File: src/verilog/sdram_cmd_defines.svh
// constants for the sdram command and bank control block
`ifndef SDRAM_CMD_DEFINES_SVH
`define SDRAM_CMD_DEFINES_SVH
`define BANK_COUNT 8
`define ROW_WIDTH 12
`define COL_WIDTH 9
`define AP_BIT 8
`define MODE_SEL_MAIN 3'h0
`define MODE_SEL_EXT 3'h1
`define MODE_RESET 12'h000
`define EXT_MODE_RESET 12'h008
`define TERM_DUAL_VAL 2'h2
`define TERM_LSB 2
`define DLL_DIS_BIT 6
`define DLL_RESET_BIT 8
`define RAS_MIN_NS 35
`define CLK_PERIOD_NS 40
`define RAS_MIN_CYC ((`RAS_MIN_NS + `CLK_PERIOD_NS - 1) / `CLK_PERIOD_NS)
`define RP_NS 15
`define RP_CYC ((`RP_NS + `CLK_PERIOD_NS - 1) / `CLK_PERIOD_NS)
`define CNT_WIDTH 8
`endif

File: src/verilog/sdram_cmd_pkg.sv
// types shared by the sdram command and bank control block
package sdram_cmd_pkg;
	typedef enum logic [2:0] {CMD_NOP, CMD_ACT, CMD_RD, CMD_WR, CMD_PRE, CMD_REF, CMD_MRS}
		cmd_t;
	typedef struct packed {
		logic cs_n;
		logic ras_n;
		logic cas_n;
		logic we_n;
		logic [2:0] bank;
		logic [11:0] addr;
	} cmd_bus_t;
	typedef struct packed {
		logic en;
		logic [2:0] bank;
		logic [8:0] col;
		logic [3:0] byte_en;
		logic [31:0] data;
	} wr_req_t;
endpackage : sdram_cmd_pkg

File: src/verilog/sdram_bank.sv
// one bank: open row, timers and auto precharge
`timescale 1ns/1ns
`default_nettype none
`include "sdram_cmd_defines.svh"
module sdram_bank #(
	parameter int CW = `CNT_WIDTH
) (
	input wire logic i_ref_clk, // clock
	input wire logic i_rst_b, // async reset
	input wire logic i_act, // activate this bank
	input wire logic [11:0] i_row, // row to open
	input wire logic i_pre, // explicit precharge
	input wire logic i_access, // read or write accepted
	input wire logic i_ap, // auto precharge with access
	input wire logic [CW-1:0] i_burst_cyc, // burst length in clocks
	output logic o_open, // row open
	output logic o_precharging, // precharge in progress
	output logic [11:0] o_row // open row
);
	logic [CW-1:0] ras_reg;
	logic [CW-1:0] rp_reg;
	logic [CW-1:0] burst_reg;
	logic ap_reg;
	logic start_pre;
	// ******************************************
	// precharge start: explicit ignored unless open
	// ******************************************
	assign start_pre = o_open && (i_pre ||
		(ap_reg && burst_reg == '0 && ras_reg == '0 && !i_access));
	always_ff @(posedge i_ref_clk or negedge i_rst_b) begin
		if (!i_rst_b) begin
			o_open <= 1'b0;
			o_row <= 12'h000;
		end else if (start_pre) begin
			o_open <= 1'b0;
		end else if (i_act && !o_open && !o_precharging) begin
			o_open <= 1'b1;
			o_row <= i_row;
		end
	end
	always_ff @(posedge i_ref_clk or negedge i_rst_b) begin
		if (!i_rst_b) ras_reg <= '0;
		else if (i_act && !o_open) ras_reg <= CW'(`RAS_MIN_CYC);
		else if (ras_reg != '0) ras_reg <= ras_reg - 1'b1;
	end
	always_ff @(posedge i_ref_clk or negedge i_rst_b) begin
		if (!i_rst_b) begin
			rp_reg <= '0;
			o_precharging <= 1'b0;
		end else if (start_pre) begin
			rp_reg <= CW'(`RP_CYC);
			o_precharging <= 1'b1;
		end else if (rp_reg > CW'(1)) begin
			rp_reg <= rp_reg - 1'b1;
		end else begin
			rp_reg <= '0;
			o_precharging <= 1'b0;
		end
	end
	// auto precharge waits until both the burst end and the row open time have passed
	always_ff @(posedge i_ref_clk or negedge i_rst_b) begin
		if (!i_rst_b) begin
			ap_reg <= 1'b0;
			burst_reg <= '0;
		end else if (i_access && o_open) begin
			ap_reg <= i_ap;
			burst_reg <= i_burst_cyc;
		end else begin
			if (burst_reg != '0) burst_reg <= burst_reg - 1'b1;
			if (start_pre) ap_reg <= 1'b0;
		end
	end
	chk_ap_after_ras: assert property (@(posedge i_ref_clk) disable iff (!i_rst_b)
		($rose(o_precharging) && !$past(i_pre)) |-> $past(ras_reg) == '0)
		else $error("auto precharge before row open time");
	chk_pre_idle_nop: assert property (@(posedge i_ref_clk) disable iff (!i_rst_b)
		(i_pre && !o_open) |=> !$rose(o_precharging))
		else $error("precharge to idle bank acted");
endmodule : sdram_bank
`default_nettype wire

File: src/verilog/sdram_cmd_ctrl.sv
// command decode, mode registers, banks, write masking and snoop termination
// Behaviour
// - cs low decodes ras/cas/we into activate, read, write, precharge, refresh, load
// - cs high or nop starts nothing except the snoop termination disable; running operations continue
// - bank bits 00 load main mode register, 01 extended, others ignored
// - activate opens given row in selected bank until precharged
// - column from address 0-7 and 9; auto precharge bit per command
// - auto precharge closes row at burst end, else row stays open
// - write byte stored only when its mask bit is low
// - precharge closes one bank, or all banks when auto precharge bit high
// - precharge to idle or precharging bank is a no-operation
// - auto precharge starts earliest legal point, after row open time
// - refresh is auto with clock gate high, self refresh entry when low
// - self refresh disables loop and data pin termination; exit resets loop and restores
// - dual load termination turns off on any read, chip select ignored
// - termination off read_latency-1 clocks after read, for burst_len/2+2
// - snoop disable inactive in power-down or self refresh
// - termination on non-data pins always enabled
`timescale 1ns/1ns
`default_nettype none
`include "sdram_cmd_defines.svh"
module sdram_cmd_ctrl #(
	parameter int CW = `CNT_WIDTH
) (
	input wire logic i_ref_clk, // clock
	input wire logic i_rst_b, // async reset, active low
	input wire logic i_cs_n, // chip select, active low
	input wire logic i_ras_n, // row strobe, active low
	input wire logic i_cas_n, // column strobe, active low
	input wire logic i_we_n, // write enable, active low
	input wire logic i_clk_gate_input, // clock enable pin
	input wire logic [2:0] i_bank_select_bits, // bank address
	input wire logic [11:0] i_addr, // address lines
	input wire logic [3:0] i_write_mask, // per byte, high masks
	input wire logic [31:0] i_wdata, // write data
	input wire logic i_wdata_valid, // write data beat present
	input wire logic [3:0] i_read_latency, // read latency in clocks
	input wire logic [3:0] i_burst_len, // burst length in beats
	input wire logic i_power_down, // device in power-down
	output logic [11:0] o_mode_reg, // main mode register
	output logic [11:0] o_ext_mode_reg, // extended mode register
	output logic [7:0] o_bank_open, // open row per bank
	output logic [7:0] o_bank_precharging, // precharge per bank
	output logic [11:0] o_open_row [8], // open row per bank
	output sdram_cmd_pkg::wr_req_t o_wr_req, // array write, bytes enabled
	output logic o_auto_refresh, // one refresh pulse
	output logic [11:0] o_refresh_row, // internal refresh row
	output logic o_self_refresh, // in self refresh
	output logic o_dll_enable, // loop enabled
	output logic o_dll_reset, // loop reset pulse
	output logic o_data_term_en, // data pin termination on
	output logic o_ctrl_term_en // non-data pin termination on
);
	logic [1:0] ras_sync;
	logic [1:0] cas_sync;
	logic [1:0] we_sync;
	logic [1:0] cs_sync;
	logic [1:0] cke_sync;
	sdram_cmd_pkg::cmd_bus_t cmd_reg;
	sdram_cmd_pkg::cmd_bus_t cmd_in;
	sdram_cmd_pkg::cmd_t cmd;
	logic snoop_rd;
	logic cke_q;
	logic [2:0] col_bank_reg;
	logic [8:0] col_reg;
	logic [CW-1:0] burst_cyc;
	logic [CW-1:0] wr_left_reg;
	logic [CW-1:0] odt_wait_reg;
	logic [CW-1:0] odt_off_reg;
	logic [7:0] act_v;
	logic [7:0] pre_v;
	logic [7:0] acc_v;
	logic is_rd;
	logic is_wr;
	// write beat pins {valid, mask, data}, synchronised like the strobes
	logic [36:0] wbeat_s1;
	logic [36:0] wbeat_s2;
	// ******************************************
	// pin synchronisers
	// ******************************************
	// pins come from outside the clock domain, so two flops before decode
	always_ff @(posedge i_ref_clk or negedge i_rst_b) begin
		if (!i_rst_b) begin
			cs_sync <= 2'h3;
			ras_sync <= 2'h3;
			cas_sync <= 2'h3;
			we_sync <= 2'h3;
			cke_sync <= 2'h0;
			cmd_in <= '1;
			cmd_reg <= '1;
			wbeat_s1 <= 37'h0000000000;
			wbeat_s2 <= 37'h0000000000;
		end else begin
			cs_sync <= {cs_sync[0], i_cs_n};
			ras_sync <= {ras_sync[0], i_ras_n};
			cas_sync <= {cas_sync[0], i_cas_n};
			we_sync <= {we_sync[0], i_we_n};
			cke_sync <= {cke_sync[0], i_clk_gate_input};
			// address takes the same two flops so it lines up with the decoded strobes
			cmd_in <= {4'hF, i_bank_select_bits, i_addr};
			cmd_reg <= cmd_in;
			wbeat_s1 <= {i_wdata_valid, i_write_mask, i_wdata};
			wbeat_s2 <= wbeat_s1;
		end
	end
	// ******************************************
	// command decode
	// ******************************************
	always_comb begin
		cmd = sdram_cmd_pkg::CMD_NOP;
		if (!cs_sync[1]) begin
			unique case ({ras_sync[1], cas_sync[1], we_sync[1]})
				3'b011: cmd = sdram_cmd_pkg::CMD_ACT;
				3'b101: cmd = sdram_cmd_pkg::CMD_RD;
				3'b100: cmd = sdram_cmd_pkg::CMD_WR;
				3'b010: cmd = sdram_cmd_pkg::CMD_PRE;
				3'b001: cmd = sdram_cmd_pkg::CMD_REF;
				3'b000: cmd = sdram_cmd_pkg::CMD_MRS;
				default: cmd = sdram_cmd_pkg::CMD_NOP;
			endcase
		end
	end
	// snooping ignores chip select
	assign snoop_rd = ras_sync[1] && !cas_sync[1] && we_sync[1];
	assign is_rd = cmd == sdram_cmd_pkg::CMD_RD && !o_self_refresh;
	assign is_wr = cmd == sdram_cmd_pkg::CMD_WR && !o_self_refresh;
	// ******************************************
	// mode registers
	// ******************************************
	always_ff @(posedge i_ref_clk or negedge i_rst_b) begin
		if (!i_rst_b) begin
			o_mode_reg <= `MODE_RESET;
			o_ext_mode_reg <= `EXT_MODE_RESET;
		end else if (cmd == sdram_cmd_pkg::CMD_MRS) begin
			if (cmd_reg.bank == `MODE_SEL_MAIN) o_mode_reg <= cmd_reg.addr;
			else if (cmd_reg.bank == `MODE_SEL_EXT) o_ext_mode_reg <= cmd_reg.addr;
		end else if (o_mode_reg[`DLL_RESET_BIT]) begin
			o_mode_reg[`DLL_RESET_BIT] <= 1'b0;
		end
	end
	// ******************************************
	// banks
	// ******************************************
	assign burst_cyc = CW'({1'b0, i_burst_len[3:1]});
	genvar g;
	generate
		for (g = 0; g < `BANK_COUNT; g++) begin : g_bank
			assign act_v[g] = cmd == sdram_cmd_pkg::CMD_ACT && cmd_reg.bank == 3'(g);
			assign pre_v[g] = cmd == sdram_cmd_pkg::CMD_PRE &&
				(cmd_reg.addr[`AP_BIT] || cmd_reg.bank == 3'(g));
			assign acc_v[g] = (is_rd || is_wr) && cmd_reg.bank == 3'(g);
			sdram_bank #(.CW(CW)) u_bank (
				.i_ref_clk(i_ref_clk),
				.i_rst_b(i_rst_b),
				.i_act(act_v[g]),
				.i_row(cmd_reg.addr),
				.i_pre(pre_v[g]),
				.i_access(acc_v[g]),
				.i_ap(cmd_reg.addr[`AP_BIT]),
				.i_burst_cyc(burst_cyc),
				.o_open(o_bank_open[g]),
				.o_precharging(o_bank_precharging[g]),
				.o_row(o_open_row[g])
			);
		end
	endgenerate
	// ******************************************
	// write burst and byte masking
	// ******************************************
	always_ff @(posedge i_ref_clk or negedge i_rst_b) begin
		if (!i_rst_b) begin
			wr_left_reg <= '0;
			col_bank_reg <= 3'h0;
			col_reg <= 9'h000;
		end else if (is_wr) begin
			wr_left_reg <= CW'(i_burst_len);
			col_bank_reg <= cmd_reg.bank;
			col_reg <= {cmd_reg.addr[9], cmd_reg.addr[7:0]};
		end else if (wr_left_reg != '0 && wbeat_s2[36]) begin
			wr_left_reg <= wr_left_reg - 1'b1;
			col_reg <= col_reg + 9'h001;
		end
	end
	always_ff @(posedge i_ref_clk or negedge i_rst_b) begin
		if (!i_rst_b) begin
			o_wr_req <= '0;
		end else begin
			o_wr_req.en <= wr_left_reg != '0 && wbeat_s2[36];
			o_wr_req.bank <= col_bank_reg;
			o_wr_req.col <= col_reg;
			o_wr_req.byte_en <= ~wbeat_s2[35:32];
			o_wr_req.data <= wbeat_s2[31:0];
		end
	end
	// ******************************************
	// refresh, self refresh, loop
	// ******************************************
	always_ff @(posedge i_ref_clk or negedge i_rst_b) begin
		if (!i_rst_b) begin
			o_auto_refresh <= 1'b0;
			o_refresh_row <= 12'h000;
			o_self_refresh <= 1'b0;
			o_dll_reset <= 1'b0;
			cke_q <= 1'b0;
		end else begin
			cke_q <= cke_sync[1];
			o_auto_refresh <= cmd == sdram_cmd_pkg::CMD_REF && cke_sync[1];
			o_dll_reset <= (o_self_refresh && cke_sync[1]) ||
				(cmd == sdram_cmd_pkg::CMD_MRS && cmd_reg.bank == `MODE_SEL_MAIN &&
				cmd_reg.addr[`DLL_RESET_BIT]);
			if (cmd == sdram_cmd_pkg::CMD_REF) o_refresh_row <= o_refresh_row + 12'h001;
			if (cmd == sdram_cmd_pkg::CMD_REF && !cke_sync[1]) o_self_refresh <= 1'b1;
			else if (cke_sync[1]) o_self_refresh <= 1'b0;
		end
	end
	assign o_dll_enable = !o_self_refresh && !o_ext_mode_reg[`DLL_DIS_BIT];
	assign o_ctrl_term_en = 1'b1;
	// ******************************************
	// snoop termination disable
	// ******************************************
	always_ff @(posedge i_ref_clk or negedge i_rst_b) begin
		if (!i_rst_b) begin
			odt_wait_reg <= '0;
			odt_off_reg <= '0;
		end else if (o_self_refresh || i_power_down) begin
			odt_wait_reg <= '0;
			odt_off_reg <= '0;
		end else begin
			if (snoop_rd && o_ext_mode_reg[3:2] == `TERM_DUAL_VAL) begin
				odt_wait_reg <= CW'(i_read_latency) - CW'(1);
			end else if (odt_wait_reg > CW'(1)) begin
				odt_wait_reg <= odt_wait_reg - 1'b1;
			end else begin
				odt_wait_reg <= '0;
			end
			if (odt_wait_reg == CW'(1) || (snoop_rd && i_read_latency <= 4'h1 &&
				o_ext_mode_reg[3:2] == `TERM_DUAL_VAL))
				odt_off_reg <= burst_cyc + CW'(2);
			else if (odt_off_reg != '0)
				odt_off_reg <= odt_off_reg - 1'b1;
		end
	end
	assign o_data_term_en = odt_off_reg == '0 && !o_self_refresh;
	chk_term_sr_off: assert property (@(posedge i_ref_clk) disable iff (!i_rst_b)
		o_self_refresh |-> !o_data_term_en && !o_dll_enable && o_ctrl_term_en)
		else $error("termination or loop on during self refresh");
	chk_nop_no_open: assert property (@(posedge i_ref_clk) disable iff (!i_rst_b)
		(cs_sync[1] && !o_bank_open[0]) |=> !o_bank_open[0] || $past(o_bank_open[0]))
		else $error("bank opened without command");
	chk_wr_mask: assert property (@(posedge i_ref_clk) disable iff (!i_rst_b)
		(wr_left_reg != '0 && wbeat_s2[36]) |=> o_wr_req.byte_en == ~$past(wbeat_s2[35:32]))
		else $error("write mask not honoured");
	chk_snoop_quiet_sr: assert property (@(posedge i_ref_clk) disable iff (!i_rst_b)
		(o_self_refresh || i_power_down) |=> odt_wait_reg == '0 && odt_off_reg == '0)
		else $error("snoop disable ran in power-down or self refresh");
endmodule : sdram_cmd_ctrl
`default_nettype wire

File: config.mk
export PLATFORM = sky130hd
export DESIGN_NAME = sdram_cmd_ctrl
export DESIGN_NICKNAME = d
export VERILOG_FILES = /design/src/verilog/sdram_cmd_pkg.sv /design/src/verilog/sdram_bank.sv /design/src/verilog/sdram_cmd_ctrl.sv
export VERILOG_INCLUDE_DIRS = /design/src /design/src/verilog
export SDC_FILE = /design/constraint.sdc
export NUM_CORES = 1
export LEC_CHECK = 0
export BUFFER_PORTS_ARGS = -buffer_cell sky130_fd_sc_hd__buf_2
export CAP_MARGIN = 10
export CORE_UTILIZATION = 40
export DETAILED_ROUTE_END_ITERATION = 12
export PLACE_DENSITY_LB_ADDON = 0.3
export RECOVER_POWER = 100
export SYNTH_ARGS = -nofsm -noshare
export SYNTH_HDL_FRONTEND = slang
export SYNTH_SLANG_ARGS = --single-unit
File: constraint.sdc
create_clock -name i_ref_clk -period 4.8 [get_ports i_ref_clk]
set_input_delay 0.48 -clock i_ref_clk [delete_from_list [all_inputs] [get_ports i_ref_clk]]
set_output_delay 0.48 -clock i_ref_clk [all_outputs]
set_load 0.01 [all_outputs]
* After elaboration in Yosys (flattened, before gate mapping) *
Index checks and enable logic that the tools add are counted.

word-level totals
  register bits after elaboration = 550
  bits of input ports = 68
  output and inout port bits = 203
  logic and storage cells = 501

cells by class
  add/subtract/negate cells = 31
  magnitude comparators = 10
  eq/ne operators = 29
  muxes and demuxes = 112
  bitwise operators = 10
  reduce and logical (&&, ||, !) cells = 225

operator list
  cell                     count
  $mux W8                  56
  $sub A8 B1 Y8 const B    27
  $reduce_bool A8 Y1       18
  $logic_not A8 Y1         17
  $logic_and A1 B1 Y1      95
  $gt A8 B1 Y1 const B     9
  $reduce_bool A2 Y1       34
  $mux W1                  51
  $logic_not A1 Y1         28
  $eq A3 B3 Y1 const B     9
  $mux W9                  3
  $logic_or A1 B1 Y1       20
  $eq A3 B2 Y1 const B     6
  $ne A2 B1 Y1 const B     9
  $pmux W3 S6              1
  $reduce_and A2 Y1        9
  $add A12 B1 Y12 const B  1
  $add A9 B1 Y9 const B    1
  $eq A3 B1 Y1 const B     3
  $not A1 Y1               9
  $eq A8 B1 Y1 const B     1
  $logic_not A3 Y1         2
  $sub A4 B1 Y5 const B    1
  $add A3 B2 Y4 const B    1
  other kinds (6)          6

* Logic depth before layout (Yosys ltp) *
Gate-level depths: netlist of run 1.

  word-level depth = 13
  mapped depth = 8
  depth with buffers taken out = 7

* Hierarchy *
From an unflattened synthesis of run 1, not the netlist that was laid out.

second synthesis, totals
  cells, all modules = 1,963
  area, all modules = 23,094.6 um^2

by module, submodules not included
  module          times used  cells an instance  area an instance (um^2)  sequential area each (um^2)
  sdram_bank      8           175                1,874.3                  975.9
  sdram_cmd_ctrl  1           563                8,100.3                  6,004.5

* Worst setup path before layout of run 1 *
OpenSTA, ideal clock, no wires.

  path type = flip-flop to flip-flop
  from = register g_bank[4].u_bank.burst_reg[0]
  to = register g_bank[4].u_bank.ap_reg
  library setup time = 0.159 ns
  data arrival time = 2.105 ns
  data required time = 4.641 ns
  path slack = 2.536 ns
  cell stages (with the launch flop) = 7
  buffers on the path = 0
  clock period less this slack = 2.264 ns
  cell sequence = dfrtp_1 -> inv_1 -> ha_1 -> or3b_2 -> nand2b_1 -> o41ai_1 -> o221ai_1

on the way
  cells in the longest elaborated chain, start to end = 7

ends and longest elaborated chain
  element                              line              RTL
  from (decl)                          sdram_bank.sv:22  logic [CW-1:0] burst_reg;
  from (signal assigned)               sdram_bank.sv:67  burst_reg <= i_burst_cyc;
  from (signal assigned)               sdram_bank.sv:69  if (burst_reg != '0) burst_reg <= burst_reg - 1'b1;
  $logic_not A8 Y1                     sdram_bank.sv:29  (ap_reg && burst_reg == '0 && ras_reg == '0 && !i_access));
  $logic_and A1 B1 Y1 (3 in series)    sdram_bank.sv:29
  $logic_or A1 B1 Y1                   sdram_bank.sv:28  assign start_pre = o_open && (i_pre ||
  $logic_and A1 B1 Y1                  sdram_bank.sv:28
  $reduce_bool A2 Y1 (no source line)  n/a
  to (signal assigned)                 sdram_bank.sv:66  ap_reg <= i_ap;
  to (decl)                            sdram_bank.sv:23  logic ap_reg;

No other way between the ends.
A chain may end at the register's enable or synchronous reset.

* Worst setup path in the final report of run 1 *
  from = register cmd_reg[14] (netlist name)
  to = register g_bank[4].u_bank.o_row[8]

on the way
  cells in the longest elaborated chain, start to end = 8
  elaborated cells on any way between the ends = 13
  classes of those cells = 1 x eq/ne; 1 x bitwise; 11 x reduce/logical

ends and longest elaborated chain
  element                                 line                                                                 RTL
  from (decl)                             sdram_cmd_ctrl.sv:59                                                 sdram_cmd_pkg::cmd_bus_t cmd_reg;
  from (signal assigned)                  sdram_cmd_ctrl.sv:101                                                cmd_reg <= cmd_in;
  $eq A3 B3 Y1 (*)                        sdram_cmd_ctrl.sv:148, sdram_cmd_ctrl.sv:150, sdram_cmd_ctrl.sv:151
  $logic_and A1 B1 Y1                     sdram_cmd_ctrl.sv:151                                                assign acc_v[g] = (is_rd || is_wr) && cmd_reg.bank == 3'(g);
  $logic_not A1 Y1                        sdram_bank.sv:29
  $logic_and A1 B1 Y1                     sdram_bank.sv:29
  $logic_or A1 B1 Y1                      sdram_bank.sv:28
  $logic_and A1 B1 Y1                     sdram_bank.sv:28
  $not A1 Y1 (no source line)             n/a
  $reduce_and A2 Y1 (no source line) (*)  n/a
  to (signal assigned)                    sdram_bank.sv:38                                                     o_row <= i_row;
  to (decl)                               sdram_bank.sv:18                                                     output logic [11:0] o_row

Mark *: on every way between the ends. The rest lies on a longest branch, timed or not.

==> flow_summary.ini, run 1 <==
[detailed_routing]
num_vias = 15873
wl_per_cell_um = 18.07
drt-pass1-iter-count = 7
drt_iter0_markers = 888
drc_errors = 0
wl_um = 55560
detail-route-antenna-nets = 0
vias_per_cell = 5.162

[sta]
finClkSkew_ns = 0.04679
whs_ns = 0.05623
finalCritPeriodShare_pct = 73.92
rsz0062_at_grt = false
fmax_ghz = 0.2818
tightest_slew_ns = 2.121
final-setup-viol-count = 0
drv_slew = 124
slew_headroom_pct = -41.39
post-route-min-period_ns = 3.548
hold_viol = 0
finalSetupTns_ns = 0

[grt]
grt_pass1_vias = 16200
grt_pass1_wl_um = 89490
antenna_found_initial = 2
overflow = 0
grt_use_total_pct = 19.10
grt_max_degree = 134

[logic_synthesis]
ys_seq_area_share_pct = 59.93
synth_top_area_share_pct = 55.49
ys.flop_type = dfrtp_1
syn_area_um2 = 23050
yosysTopAreaCell = dfrtp_1
yosysWarnings = 0
synthArstFlopShare_pct = 100.0
ys_types = 79
synth_fp_nets = 2054
synth-edff-count = 0
synthTopCellsByArea = dfrtp_1 (55%), mux2_2 (6.3%), dfstp_2 (4.4%), xnor2_1 (3.6%), nor2_1 (2.8%)
netlist_instances = 1944
syn_area_per_cell_um2 = 11.85
synth_seq_cells = 550

[die]
io_pins = 271
floorplan.rows = 87
core_um2 = 56600
die_area_um2 = 58580
die_x_um = 242.0
initial_utilization_pct = 40.71
die_height_um = 242.0

[clock_tree]
clockBufferDepth = 3
clock_latency_ns = 0.64
clock_sinks = 550
clk_pin_slew_ns = 0.06
cts_tree = yes
cts_buffers = 56
cts_resized = 0
ctsHtreeMaxLevel = 2
cts-root-buf = clkbuf_16

[final_layout]
areaGrowthSynthToFinish_pct = 18.45
largest_register_ffs = 96
largest-register = g_bank.u_bank.o_row
fin_util_pct = 48.23
num-fill-cells = 5188
instances_no_fill = 3075
fin_nets = 2382
drive_above_1_share_pct = 15.01

[power]
p_seq_share_pct = 44.9
ir_drop_mv = 0.3081
power_density_nw_per_um2 = 583.2
switching_power_mw = 5.322
p_int_mw = 10.60
p_sw_share_pct = 33.43
power_frac_clock_pct = 28.7
p_comb_share_pct = 26.5
p_total_mw = 15.92
leakage_nw = 11.83

[worst_setup_path]
regToRegEndpoint = g_bank[4].u_bank.o_row[8]
crit_type = flop to flop
r2r_slack_ns = 1.25
start_kind = flop
r2r_cells = 4
critPathArrivalTime_ns = 4.05
worstSetupEndpointType = flop
crit_path_start = cmd_reg[14]
required_ns = 5.30
timing.rr.start = cmd_reg[14]
cp_max_fo = 23
critPathCapture = g_bank[4].u_bank.o_row[8]

[worst_hold_path]
hold_class = primary input to flop

[placed_design]
gp_congestion = 0.8071
dp.final_hpwl_um = 37580
numPortBuffers = 269
dp.cells = 2912

[flow_run]
cap_violations = 5

[outcome]
violations = capacitance limit, slew limit
outcome = finished, violations left
[layer usage]
metal  GRT usage [%]  routed length [µm]  vias to the layer above
met5               0                  13                        -
met4           6.552                1717                        2
met3           5.816                3771                      111
met2           30.25               25550                      345
met1           24.86               24500                     7942
li1                -                   -                     7473
[worst max-delay path, cell delays in order, from the launching register on]
cell     delay (ns)
dfstp_1        1.01
or3b_2         0.53
or3_1          0.41
nor2_1         1.04
mux2_2         0.44
[cell usage in the layout (no fill, tap or decap), drive strengths merged, types with 10 or more instances in the layout]
cell / count
nand3b: 14
o31ai: 10
nor3b: 21
mux2: 129
or3b: 11
nand2b: 20
nor3: 103
nor4b: 17
ha: 42
nor4: 47
a21oi: 83
a22o: 12
dfstp: 39
o21ai: 49
clkbuf: 302
xor2: 25
xnor2: 94
or4: 26
a211oi: 22
o21bai: 12
nor2b: 20
inv: 100
mux2i: 32
nor2: 173
or3: 25
nand3: 29
buf: 70
dlygate4sd3: 58
dfrtp: 511
nand2: 101
[power groups by stage]
stage / clock, mW / sequential [mW] / combinational, mW
finish: 4.57 / 7.14 / 4.21
global route: 4.85 / 7.33 / 4.79
CTS: 4.67 / 7.13 / 4.34
detailed placement: 0 / 7.18 / 4.29
global placement: 0 / 7.11 / 4.09
floorplan: 0 / 6.93 / 3.21
[final cells by class]
type / count / area [µm²] / area share, %
multi-input combinational: 1221 / 8391 / 30.74
tap: 756 / 945.9 / 3.465
clock inverter: 17 / 292.8 / 1.073
sequential: 550 / 13810 / 50.60
inverter: 100 / 375.4 / 1.375
timing repair buffer: 343 / 1790 / 6.559
antenna: 1 / 2.502 / 0.009167
clock buffer: 87 / 1688 / 6.183
[cells by family after synthesis]
family	after synthesis	share of synthesized area [%]
AND/OR/NAND/NOR	655	15.41
flip-flops	550	59.93
AO/OA/AOI/OAI	243	6.933
buffers and inverters	173	3.214
multiplexers	161	7.693
XOR/XNOR	119	4.523
adder cells (fa/ha/maj)	42	2.280
other	1	0.01627
[repair_timing]
action,4_1_cts,5_1_grt
setup buffers,0,0
hold buffers,58,0
endpoints found under the hold margin,122,0
[worst min-delay path by stage]
stage                     endpoint  slack [ns]  depth (start not counted)           start
floorplan              cke_sync[0]        0.18                          0         i_rst_b
global placement       wbeat_s2[7]        0.33                          0     wbeat_s1[7]
detailed placement     wbeat_s2[0]        0.33                          0     wbeat_s1[0]
CTS                 wr_left_reg[0]        0.02                          3  i_burst_len[0]
global route        wr_left_reg[0]        0.05                          3  i_burst_len[0]
finish              wr_left_reg[0]        0.06                          3  i_burst_len[0]
[per-stage QoR]
step | instance area, µm² | setup slack [ns]
after global routing | 27290 | 0.9322
after detailed placement | 25180 | 1.835
after floorplan | 23050 | 2.536
after global placement | 25180 | 1.936
final | 27300 | 1.252
after CTS | 27740 | 1.837
[cells in the mapped netlist (all sizes together) (5+ instances only)]
master   instances
o41ai            6
a22o            12
ha              42
nor4            47
nand3b          14
nand2b          20
a31oi            8
or3             25
nand4b           8
o211ai           5
or4             26
clkbuf          32
nor2           173
buf             41
and4             5
dfrtp          511
mux2i           32
nand2          101
o21bai          12
mux2           129
o31ai           10
or3b            11
inv            100
a2111oi          6
nand4            9
xor2            25
nor4b           17
nor3b           21
nor2b           20
nand3           29
o21ai           49
xnor2           94
or4b             6
a21oi           83
dfstp           39
a211oi          22
or2              6
nor3           103
Power figures use the tool's default switching activity.
==> inputs of run 2 (changes only) <==
- clock period: 4.8 -> 2.9 ns (I/O delays scaled with it)
==> run 2 against run 1 <==
Compared with the run above: combinational power increased by 69%; clock power increased by 65%; register-to-register slack got worse by 1.1 ns; the flow still finishes with violations (capacitance limit, slew limit); final cell count increased by 1.7%; via count increased by 2.2%.
==> flow_summary.ini, run 2 (synthesis gave the netlist of run 1 again) <==
[clock_tree]
post_cts_buffers = 0
cts_resized = 0
cts_tree = yes
clock_latency_ns = 0.63
postCtsHoldBufs = 60
clk_pin_slew_ns = 0.06
cts_buffers = 58
cts-root-buf = clkbuf_16
clockBufferDepth = 3
clock_sinks = 550
ctsHtreeMaxLevel = 2

[detailed_routing]
dr_wl_met3_um = 4040
wl_met2_um = 25660
drt-pass1-iter-count = 7
drc_errors = 0
vias_per_cell = 5.188
num_vias = 16217
top_layer = met4
wl_per_cell_um = 17.77
m1WireLength_um = 24250
wl_um = 55540
detail-route-antenna-nets = 0
drt_iter0_markers = 933

[grt]
grt_use_total_pct = 19.10
grt_pass1_vias = 16493
grt_pass1_wl_um = 89370
antenna_found_initial = 4
grt_max_degree = 71
overflow = 0

[worst_setup_path]
required_ns = 3.40
start_kind = flop
critPathArrivalTime_ns = 3.22
crit_type = flop to flop
cp_max_fo = 20
worstSetupEndpointType = flop

[sta]
tightest_slew_ns = 1.929
slew_headroom_pct = -28.58
rsz0062_at_grt = false
finalCritPeriodShare_pct = 93.68
post-route-min-period_ns = 2.717
drv_slew = 67
finClkSkew_ns = 0.02080
final-setup-viol-count = 0
hold_viol = 0
finalSetupTns_ns = 0
fmax_ghz = 0.3681
worst_slack_ns = 0.1832

[flow_run]
cap_violations = 1

[die]
core_um2 = 56600
die_area_um2 = 58580
io_pins = 271
die_height_um = 242.0
initial_utilization_pct = 40.71
floorplan.rows = 87
die_x_um = 242.0

[final_layout]
design_area_um2 = 27680
seqCellArea_um2 = 13810
num-fill-cells = 5185
final_cell_mix = dfrtp_1 (511), clkbuf_1 (233), nor2_1 (172)
areaGrowthSynthToFinish_pct = 20.09
fin_nets = 2431
multi_input_area_um2 = 8456
final_common_cell = dfrtp_1
largest_register_ffs = 96
drive_above_1_share_pct = 16.84
largest-register = g_bank.u_bank.o_row

[worst_hold_path]
hold_class = primary input to flop

[power]
ir_drop_mv = 0.6156
power_density_nw_per_um2 = 954.8
leakage_nw = 12.06

[outcome]
outcome = finished, violations left
violations = capacitance limit, slew limit

[placed_design]
dp_slack_ns = 0.3571
numPortBuffers = 269
dp.final_hpwl_um = 38340
gp_congestion = 0.8401
post_dp_cell_area_um2 = 25590
run 2: cell count changes in the layout (fill, tap and decap cells not counted), sizes merged, moves of 2 or more:
cell and change:
buf +22, clkbuf +20, clkinv +5, dlygate4sd3 +2, inv +2
run 2: per-layer routing:
metal	up-vias	global-route usage (%)
met4	0	6.515
met2	447	30.43
met5	-	0
met3	94	5.428
met1	8086	24.97
li1	7590	-
run 2: path summary, 6_finish.rpt:
check | from | to | slack, ns | cells after the start
max | cmd_reg[12] | g_bank[5].u_bank.o_row[4] | 0.18 | 5
min | i_read_latency[2] | odt_wait_reg[2] | 0.04 | 4
max reg2reg | cmd_reg[12] | g_bank[5].u_bank.o_row[4] | 0.18 | 5
min reg2reg | wbeat_s2[6] | o_wr_req[6] | 0.34 | 0
max in group asynchronous | i_rst_b | g_bank[0].u_bank.rp_reg[3] | 0.58 | 4
min in group asynchronous | i_rst_b | g_bank[2].u_bank.ras_reg[0] | 0.75 | 2
run 2: report_power, final:
part	switching [mW]	internal, mW
sequential	2.02	9.78
clock	3.11	4.42
combinational	3.72	3.39
run 2: cell type report:
type	instances	area share, %
repair buffers	390	7.663
inverters	100	1.356
multi-input cells	1221	30.55
clock inverters	24	0.9946
clock buffers	84	6.103
diodes	1	0.009042
well taps	756	3.418
flip-flops and latches	550	49.91
run 2: stage by stage:
step	power [mW]	utilization, %	std cells	hold WS (ns)
floorplan	16.79	-	1944	-0.005591
global placement	18.66	45.21	2957	0.3031
detailed placement	19.08	45.21	2957	0.3082
CTS	26.81	49.74	3125	0.01513
global route	28.18	48.89	3126	0.04568
finish	26.43	48.89	3126	0.04199
run 2: critical path, cell delays in order, from the launching register on:
cell,delay (ns)
dfstp_1,0.95
nand3b_1,0.31
or3_1,0.46
nor2_1,0.10
buf_2,0.37
mux2_2,0.39
